==> src/logic/aci_pkg.sv <==
// Shared constants and types for the conversion output interface.
// Assumes a single 25 MHz system clock; every pin input is resynchronised.

package aci_pkg;

    // ********************************************************************
    // Widths and frame layout
    // ********************************************************************
    localparam int RES_W = 14;
    localparam int BYTE_W = 8;
    localparam int HI_W = 6;
    localparam int BUF_DEPTH = 2;
    localparam logic [3:0] FRAME_LAST = 4'hF;

    // ********************************************************************
    // Conversion timing
    // ********************************************************************
    localparam logic [4:0] CONV_EDGES = 5'h13;
    localparam int SYS_CLK_MHZ = 25;
    localparam int SYNC_WIN_NS = 30;
    localparam int SYNC_WIN_RAW = (SYNC_WIN_NS * SYS_CLK_MHZ) / 1000;
    localparam logic [2:0] SYNC_WIN_CYC = (SYNC_WIN_RAW < 1) ? 3'h1 : 3'(SYNC_WIN_RAW);

    // ********************************************************************
    // Format select codes
    // ********************************************************************
    localparam logic [1:0] FMT_SER_GATED = 2'h0;
    localparam logic [1:0] FMT_SER_CONT = 2'h1;
    localparam logic [1:0] FMT_PARALLEL = 2'h2;

    // ********************************************************************
    // Pin positions on the data bus
    // ********************************************************************
    localparam int PIN_HBS = 13;
    localparam int PIN_FRAME = 12;
    localparam int PIN_SCLK = 11;
    localparam int PIN_SERIAL_DATA_OUT = 10;

    // ********************************************************************
    // Synchroniser bit positions
    // ********************************************************************
    localparam int SY_MCLK = 0;
    localparam int SY_CST = 1;
    localparam int SY_CS = 2;
    localparam int SY_RD = 3;
    localparam int SY_HBS = 4;
    localparam int SY_FMT0 = 5;
    localparam int SY_FMT1 = 6;
    localparam int SY_PROC = 7;
    localparam int SY_SONLY = 8;
    localparam int SY_RUN = 9;
    localparam int SY_W = 10;

    // ********************************************************************
    // Reset values
    // ********************************************************************
    localparam logic INT_N_RST = 1'h0;
    localparam logic [SY_W-1:0] SYNC_RST = 10'h00F;

    // Conversion sequencer states
    typedef enum logic [1:0] {
        ACI_IDLE = 2'b00,
        ACI_CONV = 2'b01,
        ACI_STORE = 2'b10
    } aci_state_t;

endpackage : aci_pkg

==> src/logic/aci_buf.sv <==
// Two-entry result buffer with valid/ready on both sides.
// Assumes producer and consumer share clk_sys.

`timescale 1ns/10ps
`default_nettype none

module aci_buf (
    input wire logic clk_sys,                          // System clock
    input wire logic srst,                             // Sync reset, high
    input wire logic in_valid,                         // Word offered
    output logic in_ready,                             // Room for a word
    input wire logic [aci_pkg::RES_W-1:0] in_data,     // Word in
    output logic out_valid,                            // Word available
    input wire logic out_ready,                        // Consumer takes word
    output logic [aci_pkg::RES_W-1:0] out_data         // Oldest word
);
    import aci_pkg::*;

    typedef struct packed {
        logic [BUF_DEPTH-1:0][RES_W-1:0] mem;
        logic wp;
        logic rp;
        logic [1:0] cnt;
    } aci_buf_st_t;

    aci_buf_st_t st_reg;
    aci_buf_st_t st_next;
    logic push;
    logic pop;

    // Handshake decode
    assign in_ready = (st_reg.cnt != 2'h2);
    assign out_valid = (st_reg.cnt != 2'h0);
    assign out_data = st_reg.mem[st_reg.rp];
    assign push = in_valid & in_ready;
    assign pop = out_valid & out_ready;

    // Pointer and count update
    always_comb begin
        st_next = st_reg;
        if (push) begin
            st_next.mem[st_reg.wp] = in_data;
            st_next.wp = ~st_reg.wp;
        end
        if (pop) begin
            st_next.rp = ~st_reg.rp;
        end
        case ({push, pop})
            2'b10: st_next.cnt = 2'(st_reg.cnt + 2'h1);
            2'b01: st_next.cnt = 2'(st_reg.cnt - 2'h1);
            default: st_next.cnt = st_reg.cnt;
        endcase
    end

    // State register
    always_ff @(posedge clk_sys) begin
        if (srst) begin
            st_reg <= '0;
        end else begin
            st_reg <= st_next;
        end
    end

endmodule : aci_buf

`default_nettype wire

==> src/logic/aci_core.sv <==
// Conversion control, busy/interrupt, parallel/byte read and framed serial output.
// Assumes pins arrive asynchronously and the sampler core result is on clk_sys.
//
// Functional notes
// - Format select low/negative turns pins serial
// - Serial word: two zeros then 14 bits
// - Data changes on rising serial clock
// - Frame strobe low at conversion start
// - Serial pins only pull low
// - Serial clock follows master clock
// - Negative: clock runs; zero: released after word
// - Serial-only part: clock-run pin same choice
// - Start pulse rising edge holds and converts
// - Timed mode: interrupt low at completion
// - Read falling edge returns interrupt high
// - Interrupt low after power-up; dummy read clears
// - Parallel format: one 14-bit read, no serial
// - Byte read picks byte, clears interrupt
// - Processor mode: select low, byte-select low starts
// - Processor mode: busy low through conversion
// - Parallel processor read waits, then delivers
// - Serial output same in both modes
// - High byte right-justified, top bits zero
// - Conversion lasts 19 or 20 master edges
// - Result is twos-complement, passed unchanged

`timescale 1ns/10ps
`default_nettype none

module aci_core (
    input wire logic clk_sys,                              // 25 MHz system clock
    input wire logic srst,                                 // Sync reset, high
    input wire logic mclk_in,                              // Converter master clock
    input wire logic conversion_start_n,                   // Start pulse, low going
    input wire logic cs_n,                                 // Chip select, low
    input wire logic rd_n,                                 // Read strobe, low
    input wire logic [1:0] fmt_sel,                        // Output format strap
    input wire logic proc_start_mode,                      // Start from chip select
    input wire logic serial_only,                          // Serial-only variant strap
    input wire logic clk_run_select,                       // Serial-only clock run
    input wire logic msb_or_byte_select_pin,               // Pin 13 input side
    input wire logic [aci_pkg::RES_W-1:0] core_result,     // Sampler core result
    output logic [aci_pkg::RES_W-1:0] db_out,              // Bus pin levels
    output logic [aci_pkg::RES_W-1:0] db_oe_n,             // Bus pin enables, low drives
    output logic busy_int_n,                               // Busy or interrupt, low
    output logic sampler_hold                              // Sampler in hold
);
    import aci_pkg::*;

    // ********************************************************************
    // State record
    // ********************************************************************
    typedef struct packed {
        logic [SY_W-1:0] s1;
        logic [SY_W-1:0] s2;
        logic [SY_W-1:0] s3;
        aci_state_t state;
        logic [4:0] edge_cnt;
        logic extra;
        logic [2:0] win;
        logic frame;
        logic fell_seen;
        logic [3:0] bit_cnt;
        logic [15:0] shreg;
        logic [RES_W-1:0] res;
        logic pop_ok;
        logic bi_n;
        logic hold;
        logic [RES_W-1:0] dout;
        logic [RES_W-1:0] doe_n;
    } aci_core_st_t;

    aci_core_st_t st_reg;
    aci_core_st_t st_next;

    logic [SY_W-1:0] pins;
    logic mclk;
    logic mclk_rise;
    logic mclk_fall;
    logic [1:0] fmt;
    logic ser_mode;
    logic par_mode;
    logic cont_clk;
    logic proc_mode;
    logic hbs;
    logic rd_act;
    logic rd_prev;
    logic rd_fall;
    logic rd_rise;
    logic cs_fall;
    logic cst_rise;
    logic idle;
    logic start_req;
    logic done_push;
    logic pop;
    logic rd_drive;
    logic [4:0] edge_inc;
    logic [4:0] edge_target;
    logic buf_in_ready;
    logic buf_out_valid;
    logic [RES_W-1:0] head;

    // ********************************************************************
    // Pin decode, all from the second synchroniser stage onward
    // ********************************************************************
    assign pins = {clk_run_select, serial_only, proc_start_mode, fmt_sel,
                   msb_or_byte_select_pin, rd_n, cs_n, conversion_start_n, mclk_in};
    assign mclk = st_reg.s2[SY_MCLK];
    assign mclk_rise = mclk & ~st_reg.s3[SY_MCLK];
    assign mclk_fall = ~mclk & st_reg.s3[SY_MCLK];
    assign fmt = {st_reg.s2[SY_FMT1], st_reg.s2[SY_FMT0]};
    assign ser_mode = st_reg.s2[SY_SONLY] | (fmt != FMT_PARALLEL);
    assign par_mode = ~ser_mode;
    // Clock-run choice from format strap or dedicated pin
    assign cont_clk = st_reg.s2[SY_SONLY] ? st_reg.s2[SY_RUN]
                                          : (fmt == FMT_SER_CONT);
    assign proc_mode = st_reg.s2[SY_PROC] & ~st_reg.s2[SY_SONLY];
    assign hbs = par_mode ? 1'h0 : st_reg.s2[SY_HBS];
    assign rd_act = ~st_reg.s2[SY_CS] & ~st_reg.s2[SY_RD];
    assign rd_prev = ~st_reg.s3[SY_CS] & ~st_reg.s3[SY_RD];
    assign rd_fall = rd_act & ~rd_prev;
    assign rd_rise = ~rd_act & rd_prev;
    assign cs_fall = ~st_reg.s2[SY_CS] & st_reg.s3[SY_CS];
    assign cst_rise = st_reg.s2[SY_CST] & ~st_reg.s3[SY_CST];
    assign idle = (st_reg.state == ACI_IDLE);

    // Start source; starts while busy are ignored
    assign start_req = idle & (proc_mode ? (cs_fall & ~hbs) : cst_rise);
    assign done_push = (st_reg.state == ACI_STORE) & buf_in_ready;
    // Bus held off until conversion is stored
    // A read that starts a conversion waits for the stored word, not stale data
    assign rd_drive = rd_act & idle & ~start_req;
    // Word leaves buffer after full read or high byte
    assign pop = rd_rise & st_reg.pop_ok & buf_out_valid;
    assign edge_inc = 5'(st_reg.edge_cnt + 5'h01);
    assign edge_target = 5'(CONV_EDGES + {4'h0, st_reg.extra});

    // ********************************************************************
    // Result buffer
    // ********************************************************************
    aci_buf u_buf (
        .clk_sys(clk_sys),
        .srst(srst),
        .in_valid(st_reg.state == ACI_STORE),
        .in_ready(buf_in_ready),
        .in_data(st_reg.res),
        .out_valid(buf_out_valid),
        .out_ready(pop),
        .out_data(head)
    );

    // ********************************************************************
    // Next-state logic
    // ********************************************************************
    always_comb begin
        st_next = st_reg;
        // Synchroniser chain and edge history
        st_next.s1 = pins;
        st_next.s2 = st_reg.s1;
        st_next.s3 = st_reg.s2;

        // Conversion sequencer
        case (st_reg.state)
            ACI_IDLE: begin
                if (start_req) begin
                    st_next.state = ACI_CONV;
                    st_next.edge_cnt = 5'h00;
                    st_next.extra = mclk_rise;
                    st_next.win = 3'h1;
                    st_next.res = core_result;
                    st_next.hold = 1'h1;
                end
            end
            ACI_CONV: begin
                if (mclk_rise) begin
                    st_next.edge_cnt = edge_inc;
                    if (st_reg.win < SYNC_WIN_CYC) begin
                        st_next.extra = 1'h1;
                    end
                    if (edge_inc == edge_target) begin
                        st_next.state = ACI_STORE;
                    end
                end
                if (st_reg.win != 3'h7) begin
                    st_next.win = 3'(st_reg.win + 3'h1);
                end
            end
            ACI_STORE: begin
                if (buf_in_ready) begin
                    st_next.state = ACI_IDLE;
                    st_next.hold = 1'h0;
                end
            end
            default: begin
                st_next.state = ACI_IDLE;
                st_next.hold = 1'h0;
            end
        endcase

        // Serial frame, identical in both start modes
        if (start_req) begin
            st_next.frame = ser_mode;
            st_next.fell_seen = mclk_fall;
            st_next.bit_cnt = 4'h0;
            st_next.shreg = {2'h0, core_result};
        end else if (st_reg.frame) begin
            if (mclk_fall) begin
                st_next.fell_seen = 1'h1;
            end
            if (mclk_rise && st_reg.fell_seen) begin
                if (st_reg.bit_cnt == FRAME_LAST) begin
                    st_next.frame = 1'h0;
                end else begin
                    st_next.shreg = {st_reg.shreg[14:0], 1'h0};
                    st_next.bit_cnt = 4'(st_reg.bit_cnt + 4'h1);
                end
            end
        end

        // Busy in processor mode, sticky interrupt otherwise
        if (proc_mode) begin
            st_next.bi_n = ~(start_req | (~idle & ~done_push));
        end else if (done_push) begin
            st_next.bi_n = 1'h0;
        end else if (rd_fall) begin
            st_next.bi_n = 1'h1;
        end

        // Remember whether this read consumes the word
        if (rd_fall) begin
            st_next.pop_ok = par_mode | hbs;
        end else if (rd_rise) begin
            st_next.pop_ok = 1'h0;
        end

        // Bus pins, released by default
        st_next.dout = '0;
        st_next.doe_n = '1;
        if (par_mode) begin
            if (rd_drive) begin
                st_next.dout = head;
                st_next.doe_n = '0;
            end
        end else begin
            if (rd_drive) begin
                // Byte read on the low eight lines
                for (int i = 0; i < BYTE_W; i++) begin
                    st_next.dout[i] = hbs ? ((i < HI_W) ? head[BYTE_W + i] : 1'h0)
                                          : head[i];
                    st_next.doe_n[i] = 1'h0;
                end
            end
            // Open-drain serial pins: enable low pulls line low
            st_next.doe_n[PIN_FRAME] = ~st_next.frame;
            st_next.doe_n[PIN_SERIAL_DATA_OUT] = ~(st_next.frame & ~st_next.shreg[15]);
            // Gated clock only falls once the frame has counted that fall
            st_next.doe_n[PIN_SCLK] = ~((cont_clk | (st_next.frame & st_next.fell_seen))
                                        & ~mclk);
        end
    end

    // ********************************************************************
    // State register
    // ********************************************************************
    always_ff @(posedge clk_sys) begin
        if (srst) begin
            st_reg <= '0;
            st_reg.s1 <= SYNC_RST;
            st_reg.s2 <= SYNC_RST;
            st_reg.s3 <= SYNC_RST;
            st_reg.state <= ACI_IDLE;
            st_reg.bi_n <= INT_N_RST;
            st_reg.doe_n <= '1;
        end else begin
            st_reg <= st_next;
        end
    end

    // Outputs straight from the state record
    assign db_out = st_reg.dout;
    assign db_oe_n = st_reg.doe_n;
    assign busy_int_n = st_reg.bi_n;
    assign sampler_hold = st_reg.hold;

    // ********************************************************************
    // Checks
    // ********************************************************************
    chk_hold_start: assert property (@(posedge clk_sys) disable iff (srst)
        start_req |=> (sampler_hold && st_reg.state == ACI_CONV))
        else $error("sampler did not hold at start");

    chk_lead_zero: assert property (@(posedge clk_sys) disable iff (srst)
        start_req |=> (st_reg.shreg == {2'h0, $past(core_result)}))
        else $error("serial word not two zeros plus result");

    chk_frame_low: assert property (@(posedge clk_sys) disable iff (srst)
        (start_req && ser_mode) |=> (!db_oe_n[PIN_FRAME] && !db_oe_n[PIN_SERIAL_DATA_OUT]))
        else $error("frame strobe or first zero missing at start");

    chk_serial_shift: assert property (@(posedge clk_sys) disable iff (srst)
        (st_reg.frame && !start_req && mclk_rise && st_reg.fell_seen
            && st_reg.bit_cnt != FRAME_LAST)
        |=> (st_reg.shreg == {$past(st_reg.shreg[14:0]), 1'h0}))
        else $error("serial data did not advance on rising clock");

    chk_frame_end: assert property (@(posedge clk_sys) disable iff (srst)
        (st_reg.frame && !start_req && mclk_rise && st_reg.fell_seen
            && st_reg.bit_cnt == FRAME_LAST) |=> (!st_reg.frame ##0 db_oe_n[PIN_FRAME]))
        else $error("frame not closed after sixteenth bit");

    chk_od_pull: assert property (@(posedge clk_sys) disable iff (srst)
        ser_mode |=> (db_out[PIN_FRAME:PIN_SERIAL_DATA_OUT] == 3'h0))
        else $error("open-drain pin driven high");

    chk_gated_release: assert property (@(posedge clk_sys) disable iff (srst)
        (ser_mode && !cont_clk && !st_reg.frame && !start_req) |=> db_oe_n[PIN_SCLK])
        else $error("gated serial clock not released");

    chk_cont_clock: assert property (@(posedge clk_sys) disable iff (srst)
        (ser_mode && cont_clk && !mclk) |=> !db_oe_n[PIN_SCLK])
        else $error("continuous serial clock stopped");

    chk_conv_end: assert property (@(posedge clk_sys) disable iff (srst)
        (st_reg.state == ACI_CONV && mclk_rise) |-> (st_reg.edge_cnt < edge_target))
        else $error("conversion overran its edge count");

    chk_int_set: assert property (@(posedge clk_sys) disable iff (srst)
        (done_push && !proc_mode) |=> !busy_int_n)
        else $error("interrupt not raised at completion");

    chk_int_clear: assert property (@(posedge clk_sys) disable iff (srst)
        (rd_fall && !done_push && !proc_mode) |=> busy_int_n)
        else $error("interrupt not cleared by read");

    chk_busy_low: assert property (@(posedge clk_sys) disable iff (srst)
        (proc_mode && start_req) |=> (!busy_int_n && st_reg.state == ACI_CONV))
        else $error("busy not low at start");

    chk_par_quiet: assert property (@(posedge clk_sys) disable iff (srst)
        (par_mode && !rd_act) |=> (db_oe_n == '1))
        else $error("parallel format drives pins outside a read");

endmodule : aci_core

`default_nettype wire

==> config.mk <==
export PLATFORM = sky130hd
export DESIGN_NAME = aci_core
export DESIGN_NICKNAME = d
export VERILOG_FILES = /design/src/logic/aci_pkg.sv /design/src/logic/aci_buf.sv /design/src/logic/aci_core.sv
export SDC_FILE = /design/constraint.sdc
export NUM_CORES = 1
export LEC_CHECK = 0
export BUFFER_PORTS_ARGS = -buffer_cell sky130_fd_sc_hd__buf_2
export CAP_MARGIN = 5
export CELL_PAD_IN_SITES_DETAIL_PLACEMENT = 1
export CELL_PAD_IN_SITES_GLOBAL_PLACEMENT = 2
export CORE_MARGIN = 2
export CORE_UTILIZATION = 36
export CTS_CLUSTER_DIAMETER = 120
export CTS_CLUSTER_SIZE = 25
export DETAILED_ROUTE_END_ITERATION = 16
export GPL_ROUTABILITY_DRIVEN = 0
export MAX_ROUTING_LAYER = met4
export PLACE_DENSITY = 0.9
export SYNTH_ARGS = -nofsm -noshare
export SYNTH_HDL_FRONTEND = slang
export SYNTH_SLANG_ARGS = --single-unit
==> constraint.sdc <==
create_clock -name clk_sys -period 2.09 [get_ports clk_sys]
set_clock_uncertainty 0.05 [all_clocks]
set_input_delay 0.209 -clock clk_sys [delete_from_list [all_inputs] [get_ports clk_sys]]
set_output_delay 0.209 -clock clk_sys [all_outputs]
set_load 0.01 [all_outputs]
**Yosys cells after proc, flatten, opt, wreduce, memory -nomap -nowiden**

Index checks and enable logic that the tools add are counted.

- Output and inout port bits: 30
- Input bits: 26
- Memory bits (writable): 0
- Memory bits (read-only): 0
- Bits in registers: 134
- Bits in latches: 0
- Memories: 0

- Shift operators: 0
- Mux-type cells: 46
- $mul: 0
- Reduce and logical (&&, ||, !) cells: 21
- Order comparisons: 4
- Equal/unequal tests: 17
- Divide/modulo/power cells: 0
- Add/subtract/negate cells: 6
- Bitwise gates (word level): 50

Operators by type and width:

| cell | count |
|---|---|
| $mux 22 | 3 |
| $mux 14 | 3 |
| $mux 20 | 2 |
| $mux 8 | 5 |
| $bwmux 28 | 1 |
| $not 1->1 | 25 |
| $mux 1 | 22 |
| $and 1x1->1 | 21 |
| $pmux 9 s2 | 1 |
| $ne 2x2->1 const B | 8 |
| $reduce_and 3->1 | 5 |
| $demux 14 s1 | 1 |
| $reduce_bool 2->1 | 6 |
| $mux 11 | 1 |
| $reduce_and 4->1 | 2 |
| $eq 2x1->1 const B | 3 |
| $mux 3 | 2 |
| $pmux 2 s3 | 1 |
| $add 5x1->5 const A | 1 |
| $add 5x1->5 const B | 1 |
| $eq 5x5->1 | 1 |
| $add 4x1->4 const B | 1 |
| $eq 2x2->1 const B | 2 |
| $eq 4x4->1 const B | 1 |
| 18 further kinds | 25 |

**Logic depth before layout (Yosys ltp)**

- Depth after elaboration: 13
- Gate-level depth with buffers: 8

**By module**

A second synthesis with hierarchy kept.

- Cells, all modules: 558
- Area total of the unflattened synthesis: 5,519.0 um2

By module, submodules not included:

| module | cells each | instances | seq. area each (um2) | area each (um2) |
|---|---|---|---|---|
| aci_core | 415 | 1 | 1,861.8 | 3,977.6 |
| aci_buf | 143 | 1 | 640.6 | 1,541.5 |

**Worst setup path before layout**

OpenSTA, ideal clock, no wires.

- Path kind: flip-flop to flip-flop
- Start point: register st_reg[77] (netlist bit)
- End point: register u_buf.st_reg[1] (netlist bit)
- Data arrival time: 1.697 ns
- Cell stages (with the launch flop): 8
- Setup slack: 0.272 ns
- Clock period less this slack: 1.818 ns
- Required time: 1.970 ns
- Cell sequence: dfxtp_1 > nor2b_1 > and2_1 > buf_2 > inv_2 > ha_1 > or3_1 > a21oi_1

- Cells in the longest elaborated chain, start to end: 4
- Elaborated cells on any way between the ends: 6

Ends and longest elaborated chain:

| item | line | text |
|---|---|---|
| from (decl) | aci_core.sv:73 | `aci_core_st_t st_reg;` |
| from (signal assigned) | aci_core.sv:275 | `st_reg <= st_next;` |
| $eq 2x2->1 * | aci_core.sv:144 | `.in_valid(st_reg.state == ACI_STORE),` |
| $and 1x1->1 * | aci_buf.sv:35 | `assign push = in_valid & in_ready;` |
| $eq 2x1->1 or $eq 2x2->1 (tied branches) | aci_buf.sv:48 | `case ({push, pop})` |
| $pmux 2 s2 or $reduce_bool 2->1 (tied branches) | - |  |
| to (signal assigned) | aci_buf.sv:60 | `st_reg <= st_next;` |
| to (decl) | aci_buf.sv:26 | `aci_buf_st_t st_reg;` |

Mark *: on every way between the ends. The rest lies on a longest branch, timed or not.
A chain may end at the register's enable or synchronous reset.

**Worst setup path in the final report**

- Start point: register st_reg[71] (netlist bit)
- End point: register st_reg[76] (netlist bit)

- Cells in the longest elaborated chain, start to end: 4

Ends and longest elaborated chain:

| item | line | text |
|---|---|---|
| $add 5x1->5 | aci_core.sv:135 | `assign edge_inc = 5'(st_reg.edge_cnt + 5'h01);` |
| $eq 5x5->1 | aci_core.sv:180 | `if (edge_inc == edge_target) begin` |
| $ne 2x2->1 (no line) | - |  |
| $reduce_and 4->1 (no line) | - |  |

Every way passes these cells.

==> metrics.cfg <==
[min_path]
hp-class=primary input to flop
worst_hold_path.endpoint=st_reg[57]
min_from=core_result[12]
hold_depth=3

[global_routing]
grt_pass1_wl_mm=20.6
grt_pass1_vias=4115
antenna_found_initial=0
grt_usage_pct=18.6
overflow=0
grt_max_degree=108

[status]
status=finished clean

[setup_path]
crit_chain=ha_2 -> xnor2_1 -> or3_1 -> a221oi_2 -> o21a_1 -> nor2_1
critPathMaxStageDelay_ps=430
path_max_fanout=6
worstSetupPathType=flop to flop
worst_setup_path_start_kind=flop
end_kind=flop
worstPathBufferInverterCount=0
crit_family=compound AO/OA/AOI/OAI gates
worst_ep_required_time_ps=2340
r2r_cells=6
crit_slowest_cell=dfxtp_1
r2r_start=st_reg[71]
worstReg2RegEnd=st_reg[76]
cp_data_arrival_time_ps=2240
rrSetupSlack_ps=100

[finish]
layout_commonest_cell=dfxtp_1
area_growth_syn_to_layout_pct=21.9
final_util_pct=44.4
final_cells=791
antennaDiodeCount=0
fin_nets=631
final_cell_mix=dfxtp_1, nand2_1, a21oi_1
fill_cells=1581
drive_above_1_share_pct=22.6
largest_reg_flops=52

[die]
core_area_um2=13700
die_y_um=122
initial_core_util_pct=36.4
rows=43
pin_count=56
die-area_um2=14800
die_w_um=122

[yosys]
syn_nets=592
avgSynthCellArea_um2=8.93
synth_cells=559
synthFlopType=dfxtp_1
ys_async_sr_fraction_pct=0
yosys_register_bits=125
synth_area_um2=4990
ys_types=51
ys_seq_area_share_pct=50.1
synth_warnings=0
synth_edf_count=0
synth_top_area_share_pct=50.1
synth_area_leaders=dfxtp_1, nand2_1, a21oi_1
synth_top_cell_by_area=dfxtp_1

[sta]
period_share_pct=95.1
post-route-min-period_ps=1990
slew_headroom_pct=38.2
timing.fmax_mhz=503
rsz0062_at_grt=false
hold_violations=0
setup_viol=0
worstMarginPinSlew_ps=924
maxSlewViolCount=0

[detailed_routing]
drt_first_pass_iters=4
drt_wl_total_mm=12.2
ant_nets=0
drt_iter0_drc=174
vias=3956
viasPerCell=5.00
drc=0
detail_route.wl_per_cell_um=15.5

[clock_network]
htreeDepth=4
clock_latency_ps=430
ctsRootBufferMaster=clkbuf_16
post_cts_buffers=0
cts_inserted_buffers=17
cts_sinks=125
clkTransAtPathRegs_ps=60
clk_path_buf_depth=2
cts_tree=yes

[place]
placedCellCount=748
io_buffers=55
dp_hpwl_mm=7.92

[flow_run]
maxCapViolations=0

[pwr]
p_total_uw=6050
ir_worst_vdd_mv=0.586
power.leakage_uw=0.00227
p_per_area_nw_per_um2=993

[metal layers]
layer	up-vias	track usage, %	wire length (um)
li1	1948	-	-
met1	1910	21.4	5350
met2	70	30.3	6200
met3	28	4.96	406
met4	0	8.41	284
met5	-	-	0
[cell families after synthesis]
group                      after synthesis  synth area share (%)
and+or+nand+nor                        217                  20.9
DFF                                    125                  50.1
AOI/OAI and AO/OA                      109                  12.8
buffers and inverters                   67                  7.34
muxes                                   26                  5.66
xor gates and xnor gates                 8                  1.40
adders and majority gates                7                  1.75
[tightest hold or removal path: stages]
cell	delay (ps)
buf_2	100
nand2_1	70
a21oi_1	60
[cells in the mapped netlist (2+ instances only)]
cell type,count
a211oi_1,13
a21oi_1,71
a311oi_1,4
a31o_2,2
and2_1,2
buf_1,2
buf_2,8
buf_4,28
clkbuf_1,20
dfxtp_1,125
ha_1,7
inv_1,8
mux2_2,14
mux2i_1,11
nand2_1,99
nand2b_1,5
nand3_1,24
nand3b_1,2
nor2_1,24
nor2_2,2
nor2b_1,21
nor3_1,9
nor3b_1,3
o21ai_0,8
or2_2,14
or3_1,2
xnor2_1,4
xor2_1,4
[worst max path at each step]
stage                            from  cells after the start         endpoint  slack [ps]
after global routing      st_next[86]                      5      db_oe_n[11]          10
after CTS                  st_reg[71]                      6       st_reg[76]          50
after global placement     st_reg[71]                      6       st_reg[76]          40
final                      st_reg[71]                      6       st_reg[76]         100
after floorplan            st_reg[77]                      7  u_buf.st_reg[1]         270
after detailed placement   st_reg[71]                      6       st_reg[76]         -40
[what timing repair did]
action,in CTS,in global routing
hold buffers,11,0
endpoints found under the setup margin,2,1
gates cloned,0,0
hold endpoints to repair,12,0
resized for setup,1,1
[final cells by class]
cell class	count	area (um2)	share of cell area, %
multi-input cells	367	2130	35.0
well taps	180	225	3.70
repair buffers	78	513	8.43
flip-flops and latches	125	2500	41.1
inverters	9	33.8	0.555
clock inverters	13	236	3.88
clock buffers	19	443	7.28
[stage by stage]
stage	hold slack [ps]	setup slack (ps)	instance area, um2	setup TNS [ps]
after floorplan	263	272	4990	0
after global placement	343	41.7	5290	0
after detailed placement	345	-38.9	5290	-38.9
after CTS	2.18	47.6	6080	0
after global routing	27.0	10.3	6090	0
final	8.67	103	6090	0
[report_power, final]
part	leakage (uW)	internal, uW	total (uW)	switching [uW]
Combinational	0.000929	87.4	194	106
Sequential	0.00101	2430	2460	28.9
Clock	0.000328	2280	3400	1120
Total	0.00227	4790	6050	1260
(Power assumes the default switching activity.)
